[src/hdl/frame_pkg.sv]
/*
 package of constants for the host-side packet framer
 assumes a byte-wide serial transmitter and receiver outside this block
*/
package frame_pkg;
   // ------------------------------------------------------------
   // packet layout
   // ------------------------------------------------------------
   localparam int LEN_BYTES = 2;
   localparam int CRC_BYTES = 2;
   localparam logic [15:0] MIN_PACKET_LEN = 16'h0005;
   localparam logic [15:0] PACKET_OVERHEAD = 16'h0004;
   localparam logic [15:0] CRC_POLY = 16'h1021;
   localparam logic [15:0] CRC_INIT = 16'h0000;
   localparam int FIFO_DEPTH = 16;
   // ------------------------------------------------------------
   // parameter field layouts
   // ------------------------------------------------------------
   localparam int SGL_SIGN_BIT = 31;
   localparam int SGL_EXP_MSB = 30;
   localparam int SGL_EXP_LSB = 23;
   localparam logic [7:0] SGL_EXP_MAX = 8'hFF;
   localparam logic [7:0] SGL_BIAS = 8'h7F;
   localparam int DBL_SIGN_BIT = 63;
   localparam int DBL_EXP_MSB = 62;
   localparam int DBL_EXP_LSB = 52;
   localparam logic [10:0] DBL_EXP_MAX = 11'h7FF;
   localparam logic [10:0] DBL_BIAS = 11'h3FF;
   localparam int SIGN_BIT32 = 31;
   localparam int SIGN_BIT16 = 15;
   localparam int SIGN_BIT8 = 7;
   localparam logic [7:0] BOOL_FALSE = 8'h00;
   localparam logic [7:0] BOOL_TRUE = 8'h01;
endpackage

[src/hdl/byte_fifo.sv]
/*
 parameterised fifo with valid and ready on both sides
 assumes one clock and an asynchronous active-low reset
*/
`timescale 1ns/10ps
module byte_fifo
   import frame_pkg::*;
#(
   parameter int WIDTH = 8,
   parameter int DEPTH = FIFO_DEPTH
)
(
   // clock and reset
   input wire logic clock,
   input wire logic rst_n,
   // fill side
   input wire logic [WIDTH-1:0] in_data,
   input wire logic in_valid,
   output logic in_ready,
   // drain side
   output logic [WIDTH-1:0] out_data,
   output logic out_valid,
   input wire logic out_ready
);
   localparam int AW = $clog2(DEPTH);
   logic [WIDTH-1:0] mem [DEPTH];
   logic [AW-1:0] wr_ptr;
   logic [AW-1:0] rd_ptr;
   logic [AW:0] count;
   logic push;
   logic pop;

   // handshake terms
   assign in_ready = (count != (AW+1)'(DEPTH));
   assign out_valid = (count != '0);
   assign out_data = mem[rd_ptr];
   assign push = in_valid && in_ready;
   assign pop = out_valid && out_ready;

   // storage
   always_ff @(posedge clock)
   begin
      if (push)
      begin
         mem[wr_ptr] <= in_data;
      end
   end

   // pointers and fill level
   always_ff @(posedge clock or negedge rst_n)
   begin
      if (!rst_n)
      begin
         wr_ptr <= '0;
         rd_ptr <= '0;
         count <= '0;
      end
      else
      begin
         if (push)
         begin
            wr_ptr <= (wr_ptr == AW'(DEPTH-1)) ? '0 : wr_ptr + 1'b1;
         end
         if (pop)
         begin
            rd_ptr <= (rd_ptr == AW'(DEPTH-1)) ? '0 : rd_ptr + 1'b1;
         end
         count <= count + (AW+1)'(push) - (AW+1)'(pop);
      end
   end

   // no overflow past depth
   fifo_bound_a: assert property (@(posedge clock) disable iff (!rst_n)
      count <= (AW+1)'(DEPTH))
      else $error("fifo count above depth");
endmodule // byte_fifo

[src/hdl/host_framer.sv]
/*
 host-side packet framer and deframer for a compass serial protocol
 assumes byte streams to and from an outside uart on the same clock
*/
// Operation
// RQ1: length field counts whole packet bytes
// RQ2: checksum covers length through frame end
// RQ3: length and checksum sent high byte first
// RQ4: single floats use ieee 754 layout
// RQ5: double floats use ieee 754 layout
// RQ6: little-endian single float fully byte reversed
// RQ7: little-endian double reverses each half
// RQ8: signed 32-bit is two's complement
// RQ9: signed 16-bit is two's complement
// RQ10: signed 8-bit uses bit 7 sign
// RQ11: boolean is one byte, 0 or 1
// RQ12: frame starts with identifier; minimum five bytes
// RQ13: bad checksum or count drops packet
`timescale 1ns/10ps
module host_framer
   import frame_pkg::*;
#(
   parameter int DEPTH = FIFO_DEPTH
)
(
   // clock and reset
   input wire logic clock,
   input wire logic rst_n,
   // frame to send: identifier then payload bytes
   input wire logic [7:0] tx_in_data,
   input wire logic tx_in_valid,
   input wire logic tx_in_last,
   output logic tx_in_ready,
   // serial transmitter byte stream
   output logic [7:0] uart_tx_data,
   output logic uart_tx_valid,
   input wire logic uart_tx_ready,
   // serial receiver byte stream
   input wire logic [7:0] uart_rx_data,
   input wire logic uart_rx_valid,
   // received frame bytes: identifier then payload
   output logic [7:0] rx_out_data,
   output logic rx_out_valid,
   output logic rx_out_last,
   output logic rx_good,
   output logic rx_bad
);
   // ------------------------------------------------------------
   // helpers
   // ------------------------------------------------------------
   // one byte step of the checksum, msb first
   function automatic logic [15:0] crc_step(input logic [15:0] c,
                                            input logic [7:0] b);
      logic [15:0] r;
      r = c ^ {b, 8'h00};
      for (int i = 0; i < 8; i++)
      begin
         r = r[15] ? ((r << 1) ^ CRC_POLY) : (r << 1);
      end
      return r;
   endfunction

   // ------------------------------------------------------------
   // transmit side: frame is collected in a buffer first
   // ------------------------------------------------------------
   logic [7:0] fifo_data;
   logic fifo_valid;
   logic fifo_pop;
   logic fifo_in_ready;
   logic [7:0] tx_buf [DEPTH];
   logic [4:0] tx_cnt;
   logic [4:0] tx_idx;
   logic [15:0] tx_crc;
   logic [15:0] tx_len;
   logic tx_have_last;

   typedef enum logic [4:0] {
      TX_FILL = 5'h01,
      TX_LEN_HI = 5'h02,
      TX_LEN_LO = 5'h04,
      TX_BODY = 5'h08,
      TX_CRC = 5'h10
   } tx_state_e;
   tx_state_e tx_state;
   logic tx_crc_lo;

   byte_fifo #(.WIDTH(8), .DEPTH(DEPTH)) in_fifo (
      .clock(clock),
      .rst_n(rst_n),
      .in_data(tx_in_data),
      .in_valid(tx_in_valid && !tx_have_last),
      .in_ready(fifo_in_ready),
      .out_data(fifo_data),
      .out_valid(fifo_valid),
      .out_ready(fifo_pop)
   );
   // stall the source while a packet is being sent
   assign tx_in_ready = fifo_in_ready && !tx_have_last;
   assign fifo_pop = (tx_state == TX_FILL) && fifo_valid
                     && (tx_cnt != 5'(DEPTH));

   // remembers that the frame end has entered the buffer
   always_ff @(posedge clock or negedge rst_n)
   begin
      if (!rst_n)
      begin
         tx_have_last <= 1'b0;
      end
      else if (tx_in_valid && tx_in_ready && tx_in_last)
      begin
         tx_have_last <= 1'b1;
      end
      else if (tx_state == TX_CRC && tx_crc_lo && uart_tx_ready)
      begin
         tx_have_last <= 1'b0;
      end
   end

   // drains the fifo into the frame buffer
   always_ff @(posedge clock)
   begin
      if (fifo_pop)
      begin
         // payload bytes pass unchanged, in the order the user gave them
         tx_buf[tx_cnt[3:0]] <= fifo_data; // RQ4 RQ5 RQ6 RQ7
      end
   end

   // transmit sequencer
   always_ff @(posedge clock or negedge rst_n)
   begin
      if (!rst_n)
      begin
         tx_state <= TX_FILL;
         tx_cnt <= '0;
         tx_idx <= '0;
         tx_crc <= CRC_INIT;
         tx_len <= '0;
         tx_crc_lo <= 1'b0;
         uart_tx_data <= '0;
         uart_tx_valid <= 1'b0;
      end
      else
      begin
         case (tx_state)
            TX_FILL:
            begin
               if (fifo_pop)
               begin
                  tx_cnt <= tx_cnt + 5'h01;
               end
               if (tx_have_last && !fifo_valid && tx_cnt != '0)
               begin
                  tx_len <= 16'(tx_cnt) + PACKET_OVERHEAD; // RQ1 RQ12
                  tx_state <= TX_LEN_HI;
               end
            end
            TX_LEN_HI:
            begin
               uart_tx_data <= tx_len[15:8]; // RQ3
               uart_tx_valid <= 1'b1;
               tx_crc <= crc_step(CRC_INIT, tx_len[15:8]); // RQ2
               tx_state <= TX_LEN_LO;
            end
            TX_LEN_LO:
            begin
               if (uart_tx_ready)
               begin
                  uart_tx_data <= tx_len[7:0];
                  tx_crc <= crc_step(tx_crc, tx_len[7:0]); // RQ2
                  tx_idx <= '0;
                  tx_state <= TX_BODY;
               end
            end
            TX_BODY:
            begin
               if (uart_tx_ready)
               begin
                  uart_tx_data <= tx_buf[tx_idx[3:0]];
                  tx_crc <= crc_step(tx_crc, tx_buf[tx_idx[3:0]]); // RQ2
                  tx_idx <= tx_idx + 5'h01;
                  if (tx_idx + 5'h01 == tx_cnt)
                  begin
                     tx_state <= TX_CRC;
                     tx_crc_lo <= 1'b0;
                  end
               end
            end
            TX_CRC:
            begin
               if (uart_tx_ready)
               begin
                  if (!tx_crc_lo)
                  begin
                     uart_tx_data <= tx_crc[15:8]; // RQ3
                     tx_crc_lo <= 1'b1;
                  end
                  else
                  begin
                     uart_tx_data <= tx_crc[7:0];
                     tx_crc_lo <= 1'b0;
                     tx_state <= TX_FILL;
                     tx_cnt <= '0;
                  end
               end
            end
            default:
            begin
               tx_state <= TX_FILL;
            end
         endcase
         if (tx_state == TX_FILL && uart_tx_ready)
         begin
            uart_tx_valid <= 1'b0;
         end
      end
   end

   // ------------------------------------------------------------
   // receive side: checked before release
   // ------------------------------------------------------------
   typedef enum logic [3:0] {
      RX_LEN_HI = 4'h1,
      RX_LEN_LO = 4'h2,
      RX_BODY = 4'h4,
      RX_CRC = 4'h8
   } rx_state_e;
   rx_state_e rx_state;
   logic [7:0] rx_buf [DEPTH];
   logic [15:0] rx_len;
   logic [15:0] rx_crc;
   logic [15:0] rx_got;
   logic [4:0] rx_cnt;
   logic [4:0] rx_out_idx;
   logic rx_crc_lo;
   logic rx_release;

   // gathers and checks one packet
   always_ff @(posedge clock or negedge rst_n)
   begin
      if (!rst_n)
      begin
         rx_state <= RX_LEN_HI;
         rx_len <= '0;
         rx_crc <= CRC_INIT;
         rx_got <= '0;
         rx_cnt <= '0;
         rx_crc_lo <= 1'b0;
         rx_good <= 1'b0;
         rx_bad <= 1'b0;
      end
      else
      begin
         rx_good <= 1'b0;
         rx_bad <= 1'b0;
         if (uart_rx_valid && !rx_release)
         begin
            case (rx_state)
               RX_LEN_HI:
               begin
                  rx_len[15:8] <= uart_rx_data; // RQ3
                  rx_crc <= crc_step(CRC_INIT, uart_rx_data); // RQ2
                  rx_cnt <= '0;
                  rx_state <= RX_LEN_LO;
               end
               RX_LEN_LO:
               begin
                  rx_len[7:0] <= uart_rx_data;
                  rx_crc <= crc_step(rx_crc, uart_rx_data);
                  // impossible count: resync on next field
                  if ({rx_len[15:8], uart_rx_data} < MIN_PACKET_LEN
                      || {rx_len[15:8], uart_rx_data}
                         > 16'(DEPTH) + PACKET_OVERHEAD)
                  begin
                     rx_bad <= 1'b1; // RQ13
                     rx_state <= RX_LEN_HI;
                  end
                  else
                  begin
                     rx_state <= RX_BODY;
                  end
               end
               RX_BODY:
               begin
                  // payload fields kept byte for byte, encoding untouched
                  rx_buf[rx_cnt[3:0]] <= uart_rx_data; // RQ8 RQ9 RQ10 RQ11
                  rx_crc <= crc_step(rx_crc, uart_rx_data); // RQ2
                  rx_cnt <= rx_cnt + 5'h01;
                  if (16'(rx_cnt) + 16'h0001 + PACKET_OVERHEAD == rx_len)
                  begin
                     rx_state <= RX_CRC;
                     rx_crc_lo <= 1'b0;
                  end
               end
               RX_CRC:
               begin
                  if (!rx_crc_lo)
                  begin
                     rx_got[15:8] <= uart_rx_data; // RQ3
                     rx_crc_lo <= 1'b1;
                  end
                  else
                  begin
                     rx_crc_lo <= 1'b0;
                     rx_state <= RX_LEN_HI;
                     if ({rx_got[15:8], uart_rx_data} == rx_crc)
                     begin
                        rx_good <= 1'b1;
                     end
                     else
                     begin
                        rx_bad <= 1'b1; // RQ13
                     end
                  end
               end
               default:
               begin
                  rx_state <= RX_LEN_HI;
               end
            endcase
         end
      end
   end

   // releases a good frame byte by byte
   always_ff @(posedge clock or negedge rst_n)
   begin
      if (!rst_n)
      begin
         rx_release <= 1'b0;
         rx_out_idx <= '0;
         rx_out_data <= '0;
         rx_out_valid <= 1'b0;
         rx_out_last <= 1'b0;
      end
      else
      begin
         rx_out_valid <= 1'b0;
         rx_out_last <= 1'b0;
         if (rx_good)
         begin
            rx_release <= 1'b1;
            rx_out_idx <= '0;
         end
         else if (rx_release)
         begin
            rx_out_data <= rx_buf[rx_out_idx[3:0]];
            rx_out_valid <= 1'b1;
            rx_out_last <= (rx_out_idx + 5'h01 == rx_cnt);
            rx_out_idx <= rx_out_idx + 5'h01;
            if (rx_out_idx + 5'h01 == rx_cnt)
            begin
               rx_release <= 1'b0;
            end
         end
      end
   end

   // ------------------------------------------------------------
   // checks
   // ------------------------------------------------------------
   // length high byte follows a ready fill
   len_first_a: assert property (@(posedge clock) disable iff (!rst_n)
      tx_state == TX_LEN_HI |=> uart_tx_valid
         && uart_tx_data == tx_len[15:8]) // RQ3
      else $error("length high byte not sent first");
   // length covers frame plus four
   len_value_a: assert property (@(posedge clock) disable iff (!rst_n)
      tx_state == TX_LEN_HI |-> tx_len == 16'(tx_cnt) + 16'h0004) // RQ1
      else $error("length field wrong");
   // checksum starts from reset value over length
   crc_start_a: assert property (@(posedge clock) disable iff (!rst_n)
      tx_state == TX_LEN_HI |=> tx_crc == crc_step(CRC_INIT, tx_len[15:8]))
      else $error("checksum not seeded"); // RQ2
   // shortest packet is five bytes
   min_len_a: assert property (@(posedge clock) disable iff (!rst_n)
      tx_state == TX_LEN_LO |-> tx_len >= 16'h0005) // RQ12
      else $error("packet below five bytes");
   // good and bad never together
   rx_verdict_a: assert property (@(posedge clock) disable iff (!rst_n)
      !(rx_good && rx_bad)) // RQ13
      else $error("good and bad together");
   // good packet releases its first byte two cycles later
   rx_release_a: assert property (@(posedge clock) disable iff (!rst_n)
      rx_good |=> ##1 rx_out_valid) // RQ13
      else $error("good frame not released");
endmodule // host_framer

[config.mk]
export PLATFORM = sky130hd
export DESIGN_NAME = host_framer
export DESIGN_NICKNAME = d
export VERILOG_FILES = /design/src/hdl/frame_pkg.sv /design/src/hdl/byte_fifo.sv /design/src/hdl/host_framer.sv
export SDC_FILE = /design/constraint.sdc
export NUM_CORES = 1
export LEC_CHECK = 0
export ABC_AREA = 1
export BUFFER_PORTS_ARGS = -buffer_cell sky130_fd_sc_hd__buf_2
export CORE_UTILIZATION = 55
export CTS_BUF_LIST = sky130_fd_sc_hd__clkbuf_8
export CTS_CLUSTER_DIAMETER = 150
export DETAILED_ROUTE_END_ITERATION = 10
export GPL_ROUTABILITY_DRIVEN = 0
export GPL_TIMING_DRIVEN = 1
export PLACE_DENSITY = 0.83
export SLEW_MARGIN = 20
export SYNTH_ARGS = -nofsm -noshare
export SYNTH_HDL_FRONTEND = slang
export SYNTH_SLANG_ARGS = --single-unit
export TNS_END_PERCENT = 5
[constraint.sdc]
create_clock -name clock -period 3.6 [get_ports clock]
set_input_delay 0.72 -clock clock [delete_from_list [all_inputs] [get_ports clock]]
set_output_delay 0.72 -clock clock [all_outputs]
set_load 0.05 [all_outputs]
==> summary.txt <==
Drt
  • Number of DRC markers in iteration 0: 1985
  • Drt wl/cell: 18.5 um
  • Drt first pass iters: 10
  • ANT nets after route: 0
  • Vias per cell: 5.79
  • Post-Route WL: roughly 54000 um
  • DRC: 2
  • Vias: 16782

STA
  • Count of final hold-check violations: 0
  • Setup TNS: 0 ps
  • Worst Tran Pin Value: around 940 ps
  • Final WS setup: 659 ps
  • Max-slew headroom: 0.373
  • RSZ-0062 raised after global routing: no
  • Final Setup Violations: 0
  • Fin crit period: 2940 ps
  • Max-slew violations: 0
  • Period utilization: 0.817
  • Clk_skew: 23.8 ps
  • Fmax: 340 MHz

Layout
  • Final instance area: 25300 sq um
  • Nets: 2349
  • Most frequent cells in the layout: nand2_1, edfxtp_1, nor2_1, o21ai_0, inv_1
  • Commonest non-fill, non-tap cell in the layout: nand2_1
  • Proportion of layout cells with a drive suffix above 1: 0.106
  • Area grow syn2layout: 10.2%
  • Antenna diode count: 0

Logic synthesis
  • Synth Area per Inst: 10.3 sq um
  • Post-synth ARST share: 0.251
  • Number of flops mapped to enable cells by yosys: 384
  • Mapped cell area: 23000 sq um
  • Seq cells post-synth: 513
  • Register area share after synthesis: 0.642
  • Cell variety after synth: 51
  • Gate Count Post-Synth: 2233
  • Syn. warnings: 0
  • Syn_nets: 2281
  • Synth Flop Type: edfxtp_1

GRT
  • Vias in the first global route: 16418
  • Aggregate global routing overflow: 0
  • Initial antenna violation count: 0
  • Total Routing Usage GR: 0.259
  • Largest net degree at the start of global routing: between 80 and 90
  • Global-route wire length before repair: 85600 um

Min path
  • Hold/Removal Path Class: input port to register

Floorplanning
  • Die Y-Extent: about 210 um
  • Die Area: 42600 sq um
  • Starting density of the core: 0.561
  • Die X-Extent: 207 um
  • Core Region: 41000 sq um
  • Cell Rows: 74
  • I/O pins: 44

Setup path
  • Req. time, crit path: between 4000 and 5000 ps
  • Crit path capture type: register
  • Critical Path AT: 3480 ps
  • WS Path Type: register to register
  • Crit start category: register
  • CP max FO: 11

Pwr
  • Pwr Total: 18.7 mW
  • IR drop worst, VDD: 0.341 mV
  • Leak: around 10 nW
  • Cell area power density: 739 nW/um^2

Placement
  • Placed inst area: 23700 sq um
  • I/O Buffers: 43
  • Post-detail-place hpwl: 34200 um
  • Dpl ws: 660 ps

Status
  • Failing checks: design-rule violations
  • Run status: finished with violations

Clock tree
  • Clock Path Buffers: 3
  • Root Buffer: clkbuf_8
  • Post-CTS Setup Inserts: 0
  • CTS clk-pin slew, worst paths: 60 ps
  • Num CTS Buffers: 83
  • Sink Count: 513
  • H-tree Lvls: 3
  • Clk Latency, worst-skew pair: 620 ps
  • CTS tree: yes

Run
  • Maxcap violations: 0
-- report_power, final --
| part | internal [mW] | total, mW | switching, mW | leakage, nW |
|---|---|---|---|---|
| combinational | 1.61 | 5.54 | 3.93 | 4.22 |
| sequential | 7.68 | 8.30 | 0.613 | 5.09 |
| clock | 2.62 | 4.90 | 2.27 | 0.892 |
| total | 11.9 | 18.7 | 6.81 | 10.2 |
-- cells by family (layout without fill, tap and decap cells) --
group / count (synthesis) / count (layout) / share of synthesized area
flops: 513 / 513 / 0.642
mux: 8 / 8 / 0.00392
compound gates: 369 / 369 / 0.0915
simple gates: 976 / 976 / 0.176
fa+ha+maj: 26 / 26 / 0.0145
xor+xnor: 65 / 65 / 0.0247
buf+inv: 276 / 408 / 0.0480
-- worst max-delay path, cell delays in order (launching register included) --
cell,delay [ps]
dfrtp_1,440
inv_1,180
ha_1,190
nand2_1,80
o211ai_1,220
inv_1,70
buf_4,180
ha_1,290
inv_1,40
ha_1,210
fa_1,440
a21oi_1,180
nor2_1,60
nor2_1,110
xor2_1,170
-- cell usage after synthesis, types with 9 or more instances --
cell      instances  area [sq um]
nand2_1         509          1910
edfxtp_1        384         11500
nor2_1          263           987
o21ai_0         199           996
inv_1           169           634
nand3_1         134           671
dfrtp_1         127          3180
clkbuf_1         55           206
o22ai_1          54           338
a21oi_1          51           255
xnor2_1          33           289
xor2_1           32           280
ha_1             25           313
buf_2            24           120
nand4_1          21           131
nand2_2          20           125
o221ai_1         15           131
inv_2            10          37.5
nor3_1           10          50.1
o21ai_1          10          50.1
a22oi_1           9          67.6
-- routing by layer --
metal	part of all wire	track usage
met5	0	0
met4	0.036	0.120
met3	0.088	0.0498
met2	0.47	0.410
met1	0.40	0.348
-- worst paths after layout --
kind	startpoint	to	slack (ps)	cells after the start
max	tx_cnt[2]	in_fifo.count[4]	660	14
max in group asynchronous	rst_n	rx_out_idx[0]	1840	3
min reg2reg	rx_out_data[1]	rx_out_data[1]	480	2
min	tx_in_last	tx_have_last	420	3
max reg2reg	tx_cnt[2]	in_fifo.count[4]	660	14
min in group asynchronous	rst_n	tx_idx[0]	580	2
-- per-stage QoR --
step,hold WS [ps],instances,util
after detailed placement,460,2747,0.578
after CTS,360,2897,0.618
after global placement,461,2747,0.578
final,416,2897,0.618
after floorplan,424,2233,-
after global routing,398,2897,0.618
-- state kept, by name, summed over array words and instances (netlist names), 5 cells and up --
signal / cells
rx_buf: 128
tx_state: 5
tx_cnt: 5
rx_len: 16
in_fifo.mem: 128
in_fifo.count: 5
rx_crc: 16
rx_out_data: 8
rx_out_idx: 5
rx_cnt: 5
tx_buf: 128
tx_crc: 16
rx_got: 8
uart_tx_data: 8
tx_len: 6
tx_idx: 5
-- layout make-up --
| class | count | area (sq um) |
|---|---|---|
| Clock buffer | 95 | 1310 |
| Clock inverter | 54 | 309 |
| Fill cell | 3098 | 15700 |
| Inverter | 186 | 701 |
| Multi-Input combinational cell | 1444 | 7140 |
| Sequential cell | 513 | 14800 |
| Tap cell | 532 | 666 |
| Timing Repair Buffer | 73 | 462 |
-- timing repair --
action / in CTS / in global routing
gates resized for setup: 0 / 0
hold endpoints to repair: 30 / 0
hold buffers: 1 / 0
(Power assumes the default switching activity.)
